$ cat src/tws_pkg.sv
// package: constants and carrier types for the terminal write sequencer
`default_nettype none
package tws_pkg;
    // ------------------------------------------------------------
    // timing
    // ------------------------------------------------------------
    localparam int CLK_HZ = 10_000_000;
    localparam int A_DELAY_NS = 4000;
    localparam int CLK_PERIOD_NS = 1_000_000_000 / CLK_HZ;
    localparam int A_DELAY_CYC = (A_DELAY_NS + CLK_PERIOD_NS - 1) / CLK_PERIOD_NS;
    localparam int B_DELAY_NS = 500;
    localparam int B_DELAY_CYC = (B_DELAY_NS + CLK_PERIOD_NS - 1) / CLK_PERIOD_NS;
    localparam int CLK_RATE_NS = 7000;
    localparam int CLK_RATE_CYC = (CLK_RATE_NS + CLK_PERIOD_NS - 1) / CLK_PERIOD_NS;
    localparam int TMR_W = 8;
    // ------------------------------------------------------------
    // encodings
    // ------------------------------------------------------------
    localparam int CHAR_W = 6;
    localparam logic [5:0] END_MARKER = 6'h3f;
    localparam logic [1:0] STATUS_WRITE_READY = 2'h3;
    localparam logic [1:0] TYPE_ASCII = 2'h1;
    localparam int BUF_CHARS = 88;
    // ------------------------------------------------------------
    // apb map
    // ------------------------------------------------------------
    localparam logic [11:0] REG_STATUS = 12'h000;
    localparam logic [11:0] REG_TERM = 12'h004;
    localparam logic [11:0] REG_CTRL = 12'h008;
    localparam logic CTRL_RST = 1'h1;
    // ------------------------------------------------------------
    // carrier types
    // ------------------------------------------------------------
    typedef struct packed {
        logic host_sync_level;
        logic write_inquiry_level;
        logic [5:0] host_data;
    } tws_host_in_t;
    typedef struct packed {
        logic terminal_char_time;
        logic terminal_unit_ready;
        logic final_address_level;
        logic [1:0] status;
        logic [1:0] term_type;
    } tws_term_in_t;
    typedef enum logic [5:0] {
        ST_IDLE = 6'h01,
        ST_LOAD = 6'h02,
        ST_CHECK = 6'h04,
        ST_STATUS = 6'h08,
        ST_REPORT = 6'h10,
        ST_XFER = 6'h20
    } tws_state_t;
endpackage : tws_pkg
`default_nettype wire

$ cat src/tws_timer.sv
// one-shot delay timer: busy for a fixed count after a trigger
`default_nettype none
module tws_timer #(
    parameter int COUNT = 40
) (
    input wire logic pclk,
    input wire logic presetn,
    input wire logic trigger,
    output logic busy
);
    import tws_pkg::*;
    logic [TMR_W-1:0] cnt;
    // ------------------------------------------------------------
    // down counter; retrigger restarts
    // ------------------------------------------------------------
    always_ff @(posedge pclk or negedge presetn) begin
        if (!presetn) begin
            cnt <= '0;
        end else if (trigger) begin
            cnt <= TMR_W'(COUNT);
        end else if (cnt != '0) begin
            cnt <= cnt - 1'b1;
        end
    end
    assign busy = (cnt != '0);
endmodule : tws_timer
`default_nettype wire

$ cat src/tws_sequencer.sv
// terminal write sequencer: host to terminal character relay with apb view
//
// Decided for this implementation: the address map and the APB interface to the registers.
`default_nettype none
// What this block does
// - end on end marker or final address
// - sync from idle loads S register
// - inquiry at Q2/3 goes to P6 Q0
// - B clock tests ready, clears A-occupied
// - A clock picks Q1 or Q3
// - capture status into R, type T
// - status 3 sets write ready flag
// - report: S to B, ready, char time
// - char time gated, settles half microsecond
// - second B clock clears B-occupied
// - load A, translate into B, request
// - third char waits for terminal accept
// - terminal accept moves next char
// - A unoccupied loads next host char
// - end waits terminal not write ready
// - A delay timer four microseconds
module tws_sequencer #(
    parameter int A_CYC = tws_pkg::A_DELAY_CYC,
    parameter int B_CYC = tws_pkg::B_DELAY_CYC,
    parameter int GAP_CYC = tws_pkg::CLK_RATE_CYC
) (
    input wire logic pclk,
    input wire logic presetn,
    input wire logic psel,
    input wire logic penable,
    input wire logic pwrite,
    input wire logic [11:0] paddr,
    input wire logic [31:0] pwdata,
    output logic [31:0] prdata,
    output logic pready,
    output logic pslverr,
    input wire tws_pkg::tws_host_in_t host_in,
    output logic host_char_timing,
    output logic host_write_ready_level,
    input wire tws_pkg::tws_term_in_t term_in,
    output logic terminal_char_strobe,
    output logic [5:0] term_data
);
    import tws_pkg::*;
    tws_state_t state;
    logic [1:0] q;
    logic [5:0] s_reg, a_reg, b_reg;
    logic [1:0] r_reg, t_reg;
    logic a_occupied_flag, b_occupied_flag, strobe_hold_flag, write_ready_flag;
    logic ending, soft_rst, a_trig, b_trig, a_busy, b_busy;
    logic [TMR_W-1:0] gap;
    logic gap_ok, a_clk, b_clk;
    logic [6:0] char_cnt;
    logic sync_q;

    // ------------------------------------------------------------
    // delay timers
    // ------------------------------------------------------------
    tws_timer #(.COUNT(A_CYC)) u_a_delay_timer (
        .pclk(pclk), .presetn(presetn), .trigger(a_trig), .busy(a_busy)
    );
    tws_timer #(.COUNT(B_CYC)) u_b_delay_timer (
        .pclk(pclk), .presetn(presetn), .trigger(b_trig), .busy(b_busy)
    );

    // minimum spacing between clock pulses (the 7 us clock rate)
    always_ff @(posedge pclk or negedge presetn) begin
        if (!presetn) begin
            gap <= '0;
        end else if (a_clk || b_clk) begin
            gap <= TMR_W'(GAP_CYC);
        end else if (gap != '0) begin
            gap <= gap - 1'b1;
        end
    end
    assign gap_ok = (gap == '0);

    // translator: processor code to ascii, bit 5 toggle (xor 6'h20) stand-in for the table
    function automatic logic [5:0] xlate(input logic [5:0] c, input logic [1:0] ty);
        xlate = (ty == TYPE_ASCII) ? (c ^ 6'h20) : c;
    endfunction : xlate

    // ------------------------------------------------------------
    // A and B clock enables
    // ------------------------------------------------------------
    always_comb begin
        a_clk = 1'b0;
        b_clk = 1'b0;
        case (state)
            ST_IDLE: a_clk = host_in.host_sync_level;
            ST_LOAD: a_clk = host_in.host_sync_level;
            ST_CHECK: begin
                b_clk = a_occupied_flag && !a_busy;
                a_clk = !a_occupied_flag && gap_ok;
            end
            ST_STATUS: a_clk = term_in.terminal_char_time;
            ST_REPORT: begin
                b_clk = (a_occupied_flag && !a_busy) ||
                        (!a_occupied_flag && b_occupied_flag && gap_ok);
                a_clk = !a_occupied_flag && !b_occupied_flag && !host_in.host_sync_level;
            end
            ST_XFER: begin
                if (q == 2'h0) begin
                    a_clk = !a_occupied_flag && host_in.write_inquiry_level && !ending
                            && gap_ok;
                    b_clk = a_occupied_flag && !a_busy && !b_occupied_flag;
                end else begin
                    a_clk = !term_in.status[0] || !write_ready_flag;
                end
            end
            default: begin
                a_clk = 1'b0;
                b_clk = 1'b0;
            end
        endcase
    end
    // every A clock past idle restarts the A delay, so the check B clock waits too
    assign a_trig = a_clk && (state != ST_IDLE);

    // ------------------------------------------------------------
    // sequencer state and q count
    // ------------------------------------------------------------
    always_ff @(posedge pclk or negedge presetn) begin
        if (!presetn) begin
            state <= ST_IDLE;
            q <= 2'h0;
        end else if (soft_rst) begin
            state <= ST_IDLE;
            q <= 2'h0;
        end else if (a_clk) begin
            case (state)
                ST_IDLE: begin
                    state <= ST_LOAD;
                    q <= 2'h2;
                end
                ST_LOAD: if (host_in.write_inquiry_level) begin
                    state <= ST_CHECK;
                    q <= 2'h0;
                end
                ST_CHECK: begin
                    state <= b_occupied_flag ? ST_STATUS : ST_REPORT;
                    q <= b_occupied_flag ? 2'h1 : 2'h3;
                end
                ST_STATUS: begin
                    state <= ST_REPORT;
                    q <= 2'h3;
                end
                ST_REPORT: begin
                    state <= write_ready_flag ? ST_XFER : ST_IDLE;
                    q <= 2'h0;
                end
                ST_XFER: if (q != 2'h0) begin
                    state <= ST_IDLE;
                    q <= 2'h0;
                end
                default: begin
                    state <= ST_IDLE;
                    q <= 2'h0;
                end
            endcase
        end else if (state == ST_XFER && q == 2'h0 && ending && !b_occupied_flag
                     && !a_occupied_flag) begin
            q <= 2'h3;
        end
    end

    // end detection: end marker sent or terminal buffer full
    always_ff @(posedge pclk or negedge presetn) begin
        if (!presetn) begin
            ending <= 1'b0;
            char_cnt <= '0;
        end else if (state != ST_XFER) begin
            ending <= 1'b0;
            char_cnt <= '0;
        end else if (b_clk) begin
            char_cnt <= char_cnt + 1'b1;
            if (a_reg == END_MARKER || term_in.final_address_level ||
                char_cnt == 7'(BUF_CHARS - 1)) begin
                ending <= 1'b1;
            end
        end
    end

    // ------------------------------------------------------------
    // occupancy and strobe hold flags
    // ------------------------------------------------------------
    always_ff @(posedge pclk or negedge presetn) begin
        if (!presetn) begin
            a_occupied_flag <= 1'b0;
            b_occupied_flag <= 1'b0;
            strobe_hold_flag <= 1'b0;
        end else if (soft_rst || state == ST_IDLE || state == ST_LOAD) begin
            a_occupied_flag <= state == ST_LOAD && a_clk && host_in.write_inquiry_level;
            b_occupied_flag <= 1'b0;
            strobe_hold_flag <= 1'b0;
        end else begin
            case (state)
                ST_CHECK: if (b_clk) begin
                    b_occupied_flag <= term_in.terminal_unit_ready;
                    a_occupied_flag <= 1'b0;
                end else if (a_clk && !b_occupied_flag) begin
                    a_occupied_flag <= 1'b1;
                end
                ST_STATUS: if (a_clk) begin
                    a_occupied_flag <= 1'b1;
                    b_occupied_flag <= 1'b0;
                end
                ST_REPORT: if (b_clk && a_occupied_flag) begin
                    a_occupied_flag <= 1'b0;
                    b_occupied_flag <= 1'b1;
                end else if (b_clk) begin
                    b_occupied_flag <= 1'b0;
                end
                ST_XFER: begin
                    if (a_clk && q == 2'h0) begin
                        a_occupied_flag <= 1'b1;
                        strobe_hold_flag <= !b_occupied_flag && !strobe_hold_flag;
                    end else if (b_clk) begin
                        a_occupied_flag <= 1'b0;
                        b_occupied_flag <= 1'b1;
                        strobe_hold_flag <= 1'b0;
                    end else if (b_occupied_flag && !strobe_hold_flag &&
                                 term_in.terminal_char_time) begin
                        b_occupied_flag <= 1'b0;
                    end
                end
                default: begin
                    a_occupied_flag <= 1'b0;
                end
            endcase
        end
    end

    // ------------------------------------------------------------
    // data registers
    // ------------------------------------------------------------
    always_ff @(posedge pclk or negedge presetn) begin
        if (!presetn) begin
            s_reg <= '0;
            a_reg <= '0;
            b_reg <= '0;
        end else begin
            if (state == ST_LOAD && a_clk) begin
                s_reg <= host_in.host_data;
            end
            if (state == ST_XFER && q == 2'h0 && a_clk) begin
                a_reg <= host_in.host_data;
            end
            if (state == ST_REPORT && b_clk && a_occupied_flag) begin
                b_reg <= s_reg;
            end else if (state == ST_XFER && b_clk) begin
                b_reg <= xlate(a_reg, t_reg);
            end
        end
    end

    // status capture, held until idle
    always_ff @(posedge pclk or negedge presetn) begin
        if (!presetn) begin
            r_reg <= '0;
            t_reg <= '0;
            write_ready_flag <= 1'b0;
        end else if (state == ST_IDLE) begin
            r_reg <= '0;
            t_reg <= '0;
            write_ready_flag <= 1'b0;
        end else if (state == ST_STATUS && a_clk) begin
            r_reg <= term_in.status;
            t_reg <= term_in.term_type;
            write_ready_flag <= (term_in.status == STATUS_WRITE_READY);
        end
    end

    // host outputs: char time after A-occupied drops outside transfer, settle time from B timer
    always_ff @(posedge pclk or negedge presetn) begin
        if (!presetn) begin
            host_write_ready_level <= 1'b0;
            sync_q <= 1'b0;
        end else begin
            sync_q <= b_busy;
            if (state == ST_IDLE) begin
                host_write_ready_level <= 1'b0;
            end else if (state == ST_REPORT && b_clk && a_occupied_flag) begin
                host_write_ready_level <= write_ready_flag;
            end
        end
    end
    assign b_trig = (state == ST_REPORT && b_clk && a_occupied_flag) ||
                    (state == ST_XFER && a_clk && q == 2'h0 && !ending);
    // in transfer the request follows each A load, while A still holds the new character
    assign host_char_timing = sync_q && !b_busy
                              && (!a_occupied_flag || state == ST_XFER);
    assign terminal_char_strobe = (state == ST_XFER) && b_occupied_flag
                                  && !strobe_hold_flag;
    assign term_data = b_reg;

    // ------------------------------------------------------------
    // apb slave: zero wait states
    // ------------------------------------------------------------
    assign pready = 1'b1;
    assign pslverr = psel && penable && !(paddr == REG_STATUS || paddr == REG_TERM
                                         || paddr == REG_CTRL);
    always_ff @(posedge pclk or negedge presetn) begin
        if (!presetn) begin
            soft_rst <= 1'b0;
        end else begin
            soft_rst <= psel && penable && pwrite && paddr == REG_CTRL && pwdata[0] == CTRL_RST;
        end
    end
    always_ff @(posedge pclk or negedge presetn) begin
        if (!presetn) begin
            prdata <= '0;
        end else if (psel && !penable && !pwrite) begin
            case (paddr)
                REG_STATUS: prdata <= {18'h0, q, state, a_occupied_flag, b_occupied_flag,
                                       strobe_hold_flag, write_ready_flag, ending, 1'b0};
                REG_TERM: prdata <= {8'h0, r_reg, t_reg, s_reg, a_reg, b_reg};
                default: prdata <= '0;
            endcase
        end
    end
endmodule : tws_sequencer
`default_nettype wire

$ cat config.mk
export PLATFORM = sky130hd
export DESIGN_NAME = tws_sequencer
export DESIGN_NICKNAME = d
export VERILOG_FILES = /design/src/tws_pkg.sv /design/src/tws_timer.sv /design/src/tws_sequencer.sv
export SDC_FILE = /design/constraint.sdc
export NUM_CORES = 1
export LEC_CHECK = 0
export ABC_AREA = 0
export BUFFER_PORTS_ARGS = -buffer_cell sky130_fd_sc_hd__buf_2
export CAP_MARGIN = 10
export CORE_MARGIN = 2
export CORE_UTILIZATION = 59
export DETAILED_ROUTE_END_ITERATION = 7
export GPL_TIMING_DRIVEN = 0
export PLACE_DENSITY = 0.86
export SETUP_SLACK_MARGIN = 0.3
export SLEW_MARGIN = 0
export SYNTH_ARGS = -nofsm -noshare
export SYNTH_HDL_FRONTEND = slang
export SYNTH_HIERARCHICAL = 1
export SYNTH_SLANG_ARGS = --single-unit
$ cat constraint.sdc
create_clock -name pclk -period 5.4 [get_ports pclk]
set_clock_uncertainty 0.05 [all_clocks]
set_input_delay 0.27 -clock pclk [delete_from_list [all_inputs] [get_ports pclk]]
set_output_delay 0.27 -clock pclk [all_outputs]
set_load 0.03 [all_outputs]
== After elaboration in Yosys (flattened, before gate mapping) ==
Cells that the tools add are included.

* Register bits: 101
* Word-level logic and storage cells: 203

* $add $sub $neg: 4
* Equality and inequality tests: 26
* Bitwise gates (word level): 1
* Mux-type cells: 60
* Reduce and logical (&&, ||, !) cells: 92

{| class="wikitable"
|+ Operators with widths
! cell !! count
|-
| 6-bit 2-to-1 mux || 8
|-
| 8-bit 2-to-1 mux || 6
|-
| 22-bit case mux with 2 select lines || 1
|-
| 1-bit logical AND || 42
|-
| 6-bit case mux with 6 select lines || 1
|-
| 1-bit 2-to-1 mux || 26
|-
| 4-bit != test (second input constant) || 6
|-
| 8-bit nonzero test || 3
|-
| 8-bit by 1-bit subtractor with 8-bit output (second input constant) || 3
|-
| 2-bit nonzero test || 11
|-
| 2-bit 2-to-1 mux || 10
|-
| 3-bit != test (second input constant) || 6
|-
| 7-bit 2-to-1 mux || 2
|-
| 12-bit by 3-bit equality test with 1-bit output (second input constant) || 1
|-
| 12-bit by 4-bit equality test with 1-bit output (second input constant) || 1
|-
| 6-bit equality test (second input constant) || 2
|-
| 1-bit zero test || 12
|-
| 12-bit zero test || 1
|-
| 1-bit logical OR || 11
|-
| 2-bit case mux with 5 select lines || 1
|-
| 8-bit zero test || 1
|-
| 1-bit case mux with 4 select lines || 2
|-
| 7-bit by 1-bit adder with 7-bit output (second input constant) || 1
|-
| 7-bit equality test (second input constant) || 1
|-
| 21 further kinds || 24
|}

== Depth between registers and ports, before layout ==
* Depth after elaboration: 11
* Gate-level depth with buffers: 12
* Mapped depth without buffers: 10

== By module ==
Netlist, hierarchy kept.

{| class="wikitable"
|+ By module, submodules not included
! module !! area an instance (um^2) !! sequential area each (um^2) !! cells an instance !! times used
|-
| tws_sequencer || 3,951.3 || 1,878.1 || 388 || 1
|-
| tws_timer at u_a_delay_timer || 449.2 || 200.2 || 46 || 1
|-
| tws_timer at u_b_delay_timer || 449.2 || 200.2 || 49 || 1
|}

== Least setup slack after synthesis ==
No wires, ideal clock.

* Kind: register to register
* Start point: register state[1]
* End point: register u_a_delay_timer.cnt[2]
* Cell stages (with the launch flop): 11
* Required time: 5.230 ns
* Arrival: 2.378 ns
* Slack: 2.852 ns
* Path buffers: 3
* Setup time: 0.120 ns
* Cells stage by stage: dfrtp_1 > buf_4 > nor4_4 > nand3b_4 > a311oi_4 > or2_1 > buf_6 > and2_1 > buf_1 > nor2_1 > a31o_2

* Longest elaborated chain between the ends: 5

{| class="wikitable"
|+ Ends and longest elaborated chain
! what !! line !! text
|-
| start, declared || tws_sequencer.sv:45 || <nowiki>tws_state_t state;</nowiki>
|-
| start signal, assigned || tws_sequencer.sv:141 || <nowiki>state <= b_occupied_flag ? ST_STATUS : ST_REPORT;</nowiki>
|-
| start signal, assigned || tws_sequencer.sv:149 || <nowiki>state <= write_ready_flag ? ST_XFER : ST_IDLE;</nowiki>
|-
| 6-bit by 2-bit equality test with 1-bit output / 6-bit by 1-bit equality test with 1-bit output (equally long branches) || tws_sequencer.sv:89 || <nowiki>case (state)</nowiki>
|-
| 2-bit OR reduction (no line) || -- ||
|-
| 1-bit case mux with 5 select lines || tws_sequencer.sv:89 ||
|-
| 1-bit logical AND * || tws_sequencer.sv:118 || <nowiki>assign a_trig = a_clk && (state != ST_IDLE);</nowiki>
|-
| net a_trig || tws_sequencer.sv:50 || <nowiki>logic ending, soft_rst, a_trig, b_trig, a_busy, b_busy;</nowiki>
|-
| 8-bit 2-to-1 mux / 2-bit nonzero test (equally long branches) || -- ||
|-
| end signal, assigned || tws_timer.sv:20 || <nowiki>cnt <= TMR_W'(COUNT);</nowiki>
|-
| end signal, assigned || tws_timer.sv:22 || <nowiki>cnt <= cnt - 1'b1;</nowiki>
|-
| end, declared || tws_timer.sv:12 || <nowiki>logic [TMR_W-1:0] cnt;</nowiki>
|}

The timed path passes the listed nets; every way through them passes the cells marked *.
A chain may end at the register's enable or synchronous reset.

== Worst setup path after layout ==
* Start point: register u_a_delay_timer.cnt[2]
* End point: register u_b_delay_timer.cnt[4]

* Longest elaborated chain between the ends: 10

{| class="wikitable"
|+ Ends and longest elaborated chain
! what !! line !! text
|-
| 8-bit nonzero test * || tws_timer.sv:25 || <nowiki>assign busy = (cnt != '0);</nowiki>
|-
| net a_busy || tws_sequencer.sv:50 ||
|-
| 1-bit zero test * || tws_sequencer.sv:93, tws_sequencer.sv:98, tws_sequencer.sv:106 ||
|-
| 1-bit logical AND * || tws_sequencer.sv:93, tws_sequencer.sv:98, tws_sequencer.sv:106 ||
|-
| 1-bit logical AND || tws_sequencer.sv:106 || <nowiki>b_clk = a_occupied_flag && !a_busy && !b_occupied_flag;</nowiki>
|-
| 1-bit 2-to-1 mux || tws_sequencer.sv:103 || <nowiki>if (q == 2'h0) begin</nowiki>
|-
| 1-bit case mux with 3 select lines * || tws_sequencer.sv:89 ||
|-
| 1-bit logical AND * (2 in series) || tws_sequencer.sv:288 || <nowiki>assign b_trig = (state == ST_REPORT && b_clk && a_occupied_flag) ||</nowiki>
|-
| 1-bit logical OR * || tws_sequencer.sv:288 ||
|-
| net b_trig || tws_sequencer.sv:50 ||
|-
| 8-bit 2-to-1 mux / 2-bit nonzero test (equally long branches) || -- ||
|-
| end signal, assigned || tws_timer.sv:20 ||
|-
| end signal, assigned || tws_timer.sv:22 ||
|-
| end, declared || tws_timer.sv:12 ||
|}

Marks and branches as above.

==> flow_summary.json <==
{
  "rr_worst_depth": 10,
  "synth.distinct_cells": 74,
  "htree_levels": 3,
  "postRouteAntennaNets": 0,
  "final_cells": 678,
  "worst_setup_path_start_kind": "flop",
  "clockRootBuffer": "clkbuf_8",
  "layout.nets": 639,
  "fin_crit_ps": 3341,
  "drive_above_1_share": 0.2356,
  "layout_common_cells": "dfrtp_1, buf_2, nand2_1",
  "die_h_um": 94.66,
  "endpoint": "u_b_delay_timer/cnt[4]",
  "cts_resized": 0,
  "drtPass1Iterations": 4,
  "vdd_ir_drop_max_mv": 0.1543,
  "detail_route.wl_per_cell_um": 17.43,
  "slew_violations": 0,
  "dpl_cell_area_sq_um": 5360,
  "clock_latency_ps": 380,
  "cts_max_path_buffers": 2,
  "synthFlopType": "dfrtp_1",
  "ys_seq_area_frac": 0.4698,
  "status": "complete, no violations",
  "r2r_start": "u_a_delay_timer/cnt[2]",
  "power.density_nw_per_um2": 390.8,
  "io_pins": 107,
  "die_w_um": 94.66,
  "totalPowerFinal_mw": 2.183,
  "crit_type": "flop to flop",
  "critPathRequiredTime_ps": 5610,
  "dp.cells": 661,
  "syn-instance-count": 483,
  "async_flop_share": 1.000,
  "drc_errors": 0,
  "relSlewSlack": 0.3966,
  "timing.setup.tns_ps": 0,
  "placement_rows": 33,
  "antenna_found_initial": 0,
  "grt_pass1_wl_mm": 19.16,
  "grt_pass1_vias": 3981,
  "min_period_over_period": 0.6187,
  "r2r_slack_ps": 2060,
  "start_util": 0.5993,
  "rr_endpoint": "u_b_delay_timer/cnt[4]",
  "synth_top_area_share": 0.4644,
  "grt_setup_unrepaired": "no",
  "coreArea_sq_um": 8093,
  "clkTransAtPathRegs_ps": 100,
  "top_register": "prdata",
  "yosysTopAreaCell": "dfrtp_1",
  "maxCapViolations": 0,
  "max_freq_mhz": 299.3,
  "cts_tree": "built",
  "syn_area_sq_um": 4850,
  "cts_made_buffers": 9,
  "fill_cells": 653,
  "synth_warnings": 6,
  "finalSetupViolations": 0,
  "wl_mm": 11.82,
  "final_cell_area_sq_um": 5587,
  "hp-class": "input pin to flop",
  "mostFrequentLayoutCell": "dfrtp_1",
  "dp_hpwl_mm": 8.809,
  "avgSynthCellArea_sq_um": 10.04,
  "grt_use_total": 0.2783,
  "grt_max_degree": 49,
  "globalRouteOverflowTotal": 0,
  "hold_viol_final": 0,
  "worst_setup_path_end_kind": "flop",
  "worst_slew_pin_slew_ps": 898.2,
  "synthToLayoutAreaGrowth_pct": 15.20,
  "startpoint": "u_a_delay_timer/cnt[2]",
  "dr.first_iter.drc_count": 218,
  "drt-vias-per-instance": 5.928,
  "leakage_nw": 2.726,
  "largest_register_ffs": 22,
  "holdWs_ps": 53.70,
  "fp.dieArea_sq_um": 8961,
  "port-buffer-count": 63,
  "cp_max_fo": 10,
  "vias": 4019,
  "netlist_top_cells_area": "dfrtp_1, mux2i_1, nand2_1",
  "synth_edf_count": 0,
  "gp_congestion": 0.9506,
  "clock-sinks": 91,
  "post_cts_buffers": 0,
  "diodes": 0,
  "ys_ff_latch": 91,
  "cp.arrival_ps": 3550
}
==> timing repair <==
item | in CTS | in global routing
endpoints found under the hold margin | 42 | 0
setup endpoints to repair | 0 | 0
hold buffers | 1 | 0
==> logic make-up (layout without fill, tap and decap cells) <==
| kind of cell | Yosys count | in the layout | synth area share |
|---|---|---|---|
| simple gates | 187 | 187 | 0.2167 |
| compound gates | 98 | 98 | 0.1383 |
| flops | 91 | 91 | 0.4698 |
| buf+inv | 51 | 132 | 0.05366 |
| mux | 34 | 34 | 0.07843 |
| xor+xnor | 13 | 13 | 0.02348 |
| fa+ha+maj | 7 | 7 | 0.01806 |
| other cells | 2 | 11 | 0.001549 |
==> worst max-delay path, cell delays in order (launching register included) <==
cell and delay, ps:
dfrtp_1 450, nor4_1 570, nand2_1 260, nor2b_1 400, and3_1 310, clkbuf_1 410, nand2b_1 180, buf_1 290
inv_1 100, o211ai_1 90, o41ai_1 100
==> cell usage after synthesis (5+ instances only) <==
cell	number
nor3_1	13
mux2_2	8
nor2b_1	5
nor4_1	6
a21oi_1	18
buf_4	13
or4_1	6
xnor2_1	5
ha_1	7
nand4_1	8
a22o_1	10
nand2b_1	5
nor2_1	37
nor3b_1	6
nand3_1	10
inv_1	17
xor2_1	8
dfrtp_1	90
mux2_4	6
clkbuf_1	13
mux2i_1	20
o21ai_0	30
nand2_1	50
==> power breakdown <==
group          total, mW  switching [mW]  internal, mW
registers          0.914           0.121         0.793
logic              0.775           0.429         0.345
clock network      0.495           0.269         0.226
total               2.18           0.819          1.36
==> layer usage <==
| metal | share of wire | GRT usage | up-vias |
|---|---|---|---|
| met2 | 0.50 | 0.4687 | 136 |
| met4 | 0.018 | 0.1135 | 0 |
| li1 | - | - | 1892 |
| met1 | 0.42 | 0.3546 | 1967 |
| met3 | 0.061 | 0.05188 | 24 |
| met5 | 0 | 0 | - |
==> through the flow <==
step                      utilization  setup WS (ps)
after floorplan                     -           2852
after detailed placement       0.6623           2163
after global placement         0.6586           2241
after global routing           0.6903           1849
after CTS                      0.6903           2140
final                          0.6903           2059
==> cell type report <==
type / count / area, sq um / share of cell area
plain buffers: 34 / 196.4 / 0.03516
clock buffers: 9 / 123.9 / 0.02217
clock inverters: 7 / 92.59 / 0.01657
inverters: 17 / 63.81 / 0.01142
multi-input cells: 350 / 2345 / 0.4197
flip-flops and latches: 91 / 2278 / 0.4078
well taps: 105 / 131.4 / 0.02352
repair buffers: 65 / 355.3 / 0.06361
==> worst min path at each step <==
stage	start	endpoint	slack (ps)	depth (start not counted)
2_1_floorplan	presetn	a_occupied_flag	-80	0
5_1_grt	term_in[1]	t_reg[1]	50	3
3_3_place_gp	prdata[3]	prdata[3]	410	2
6_report	term_in[1]	t_reg[1]	50	3
3_5_place_dp	presetn	gap[3]	260	1
4_1_cts	term_in[1]	t_reg[1]	50	3
Power figures use the tool's default switching activity.
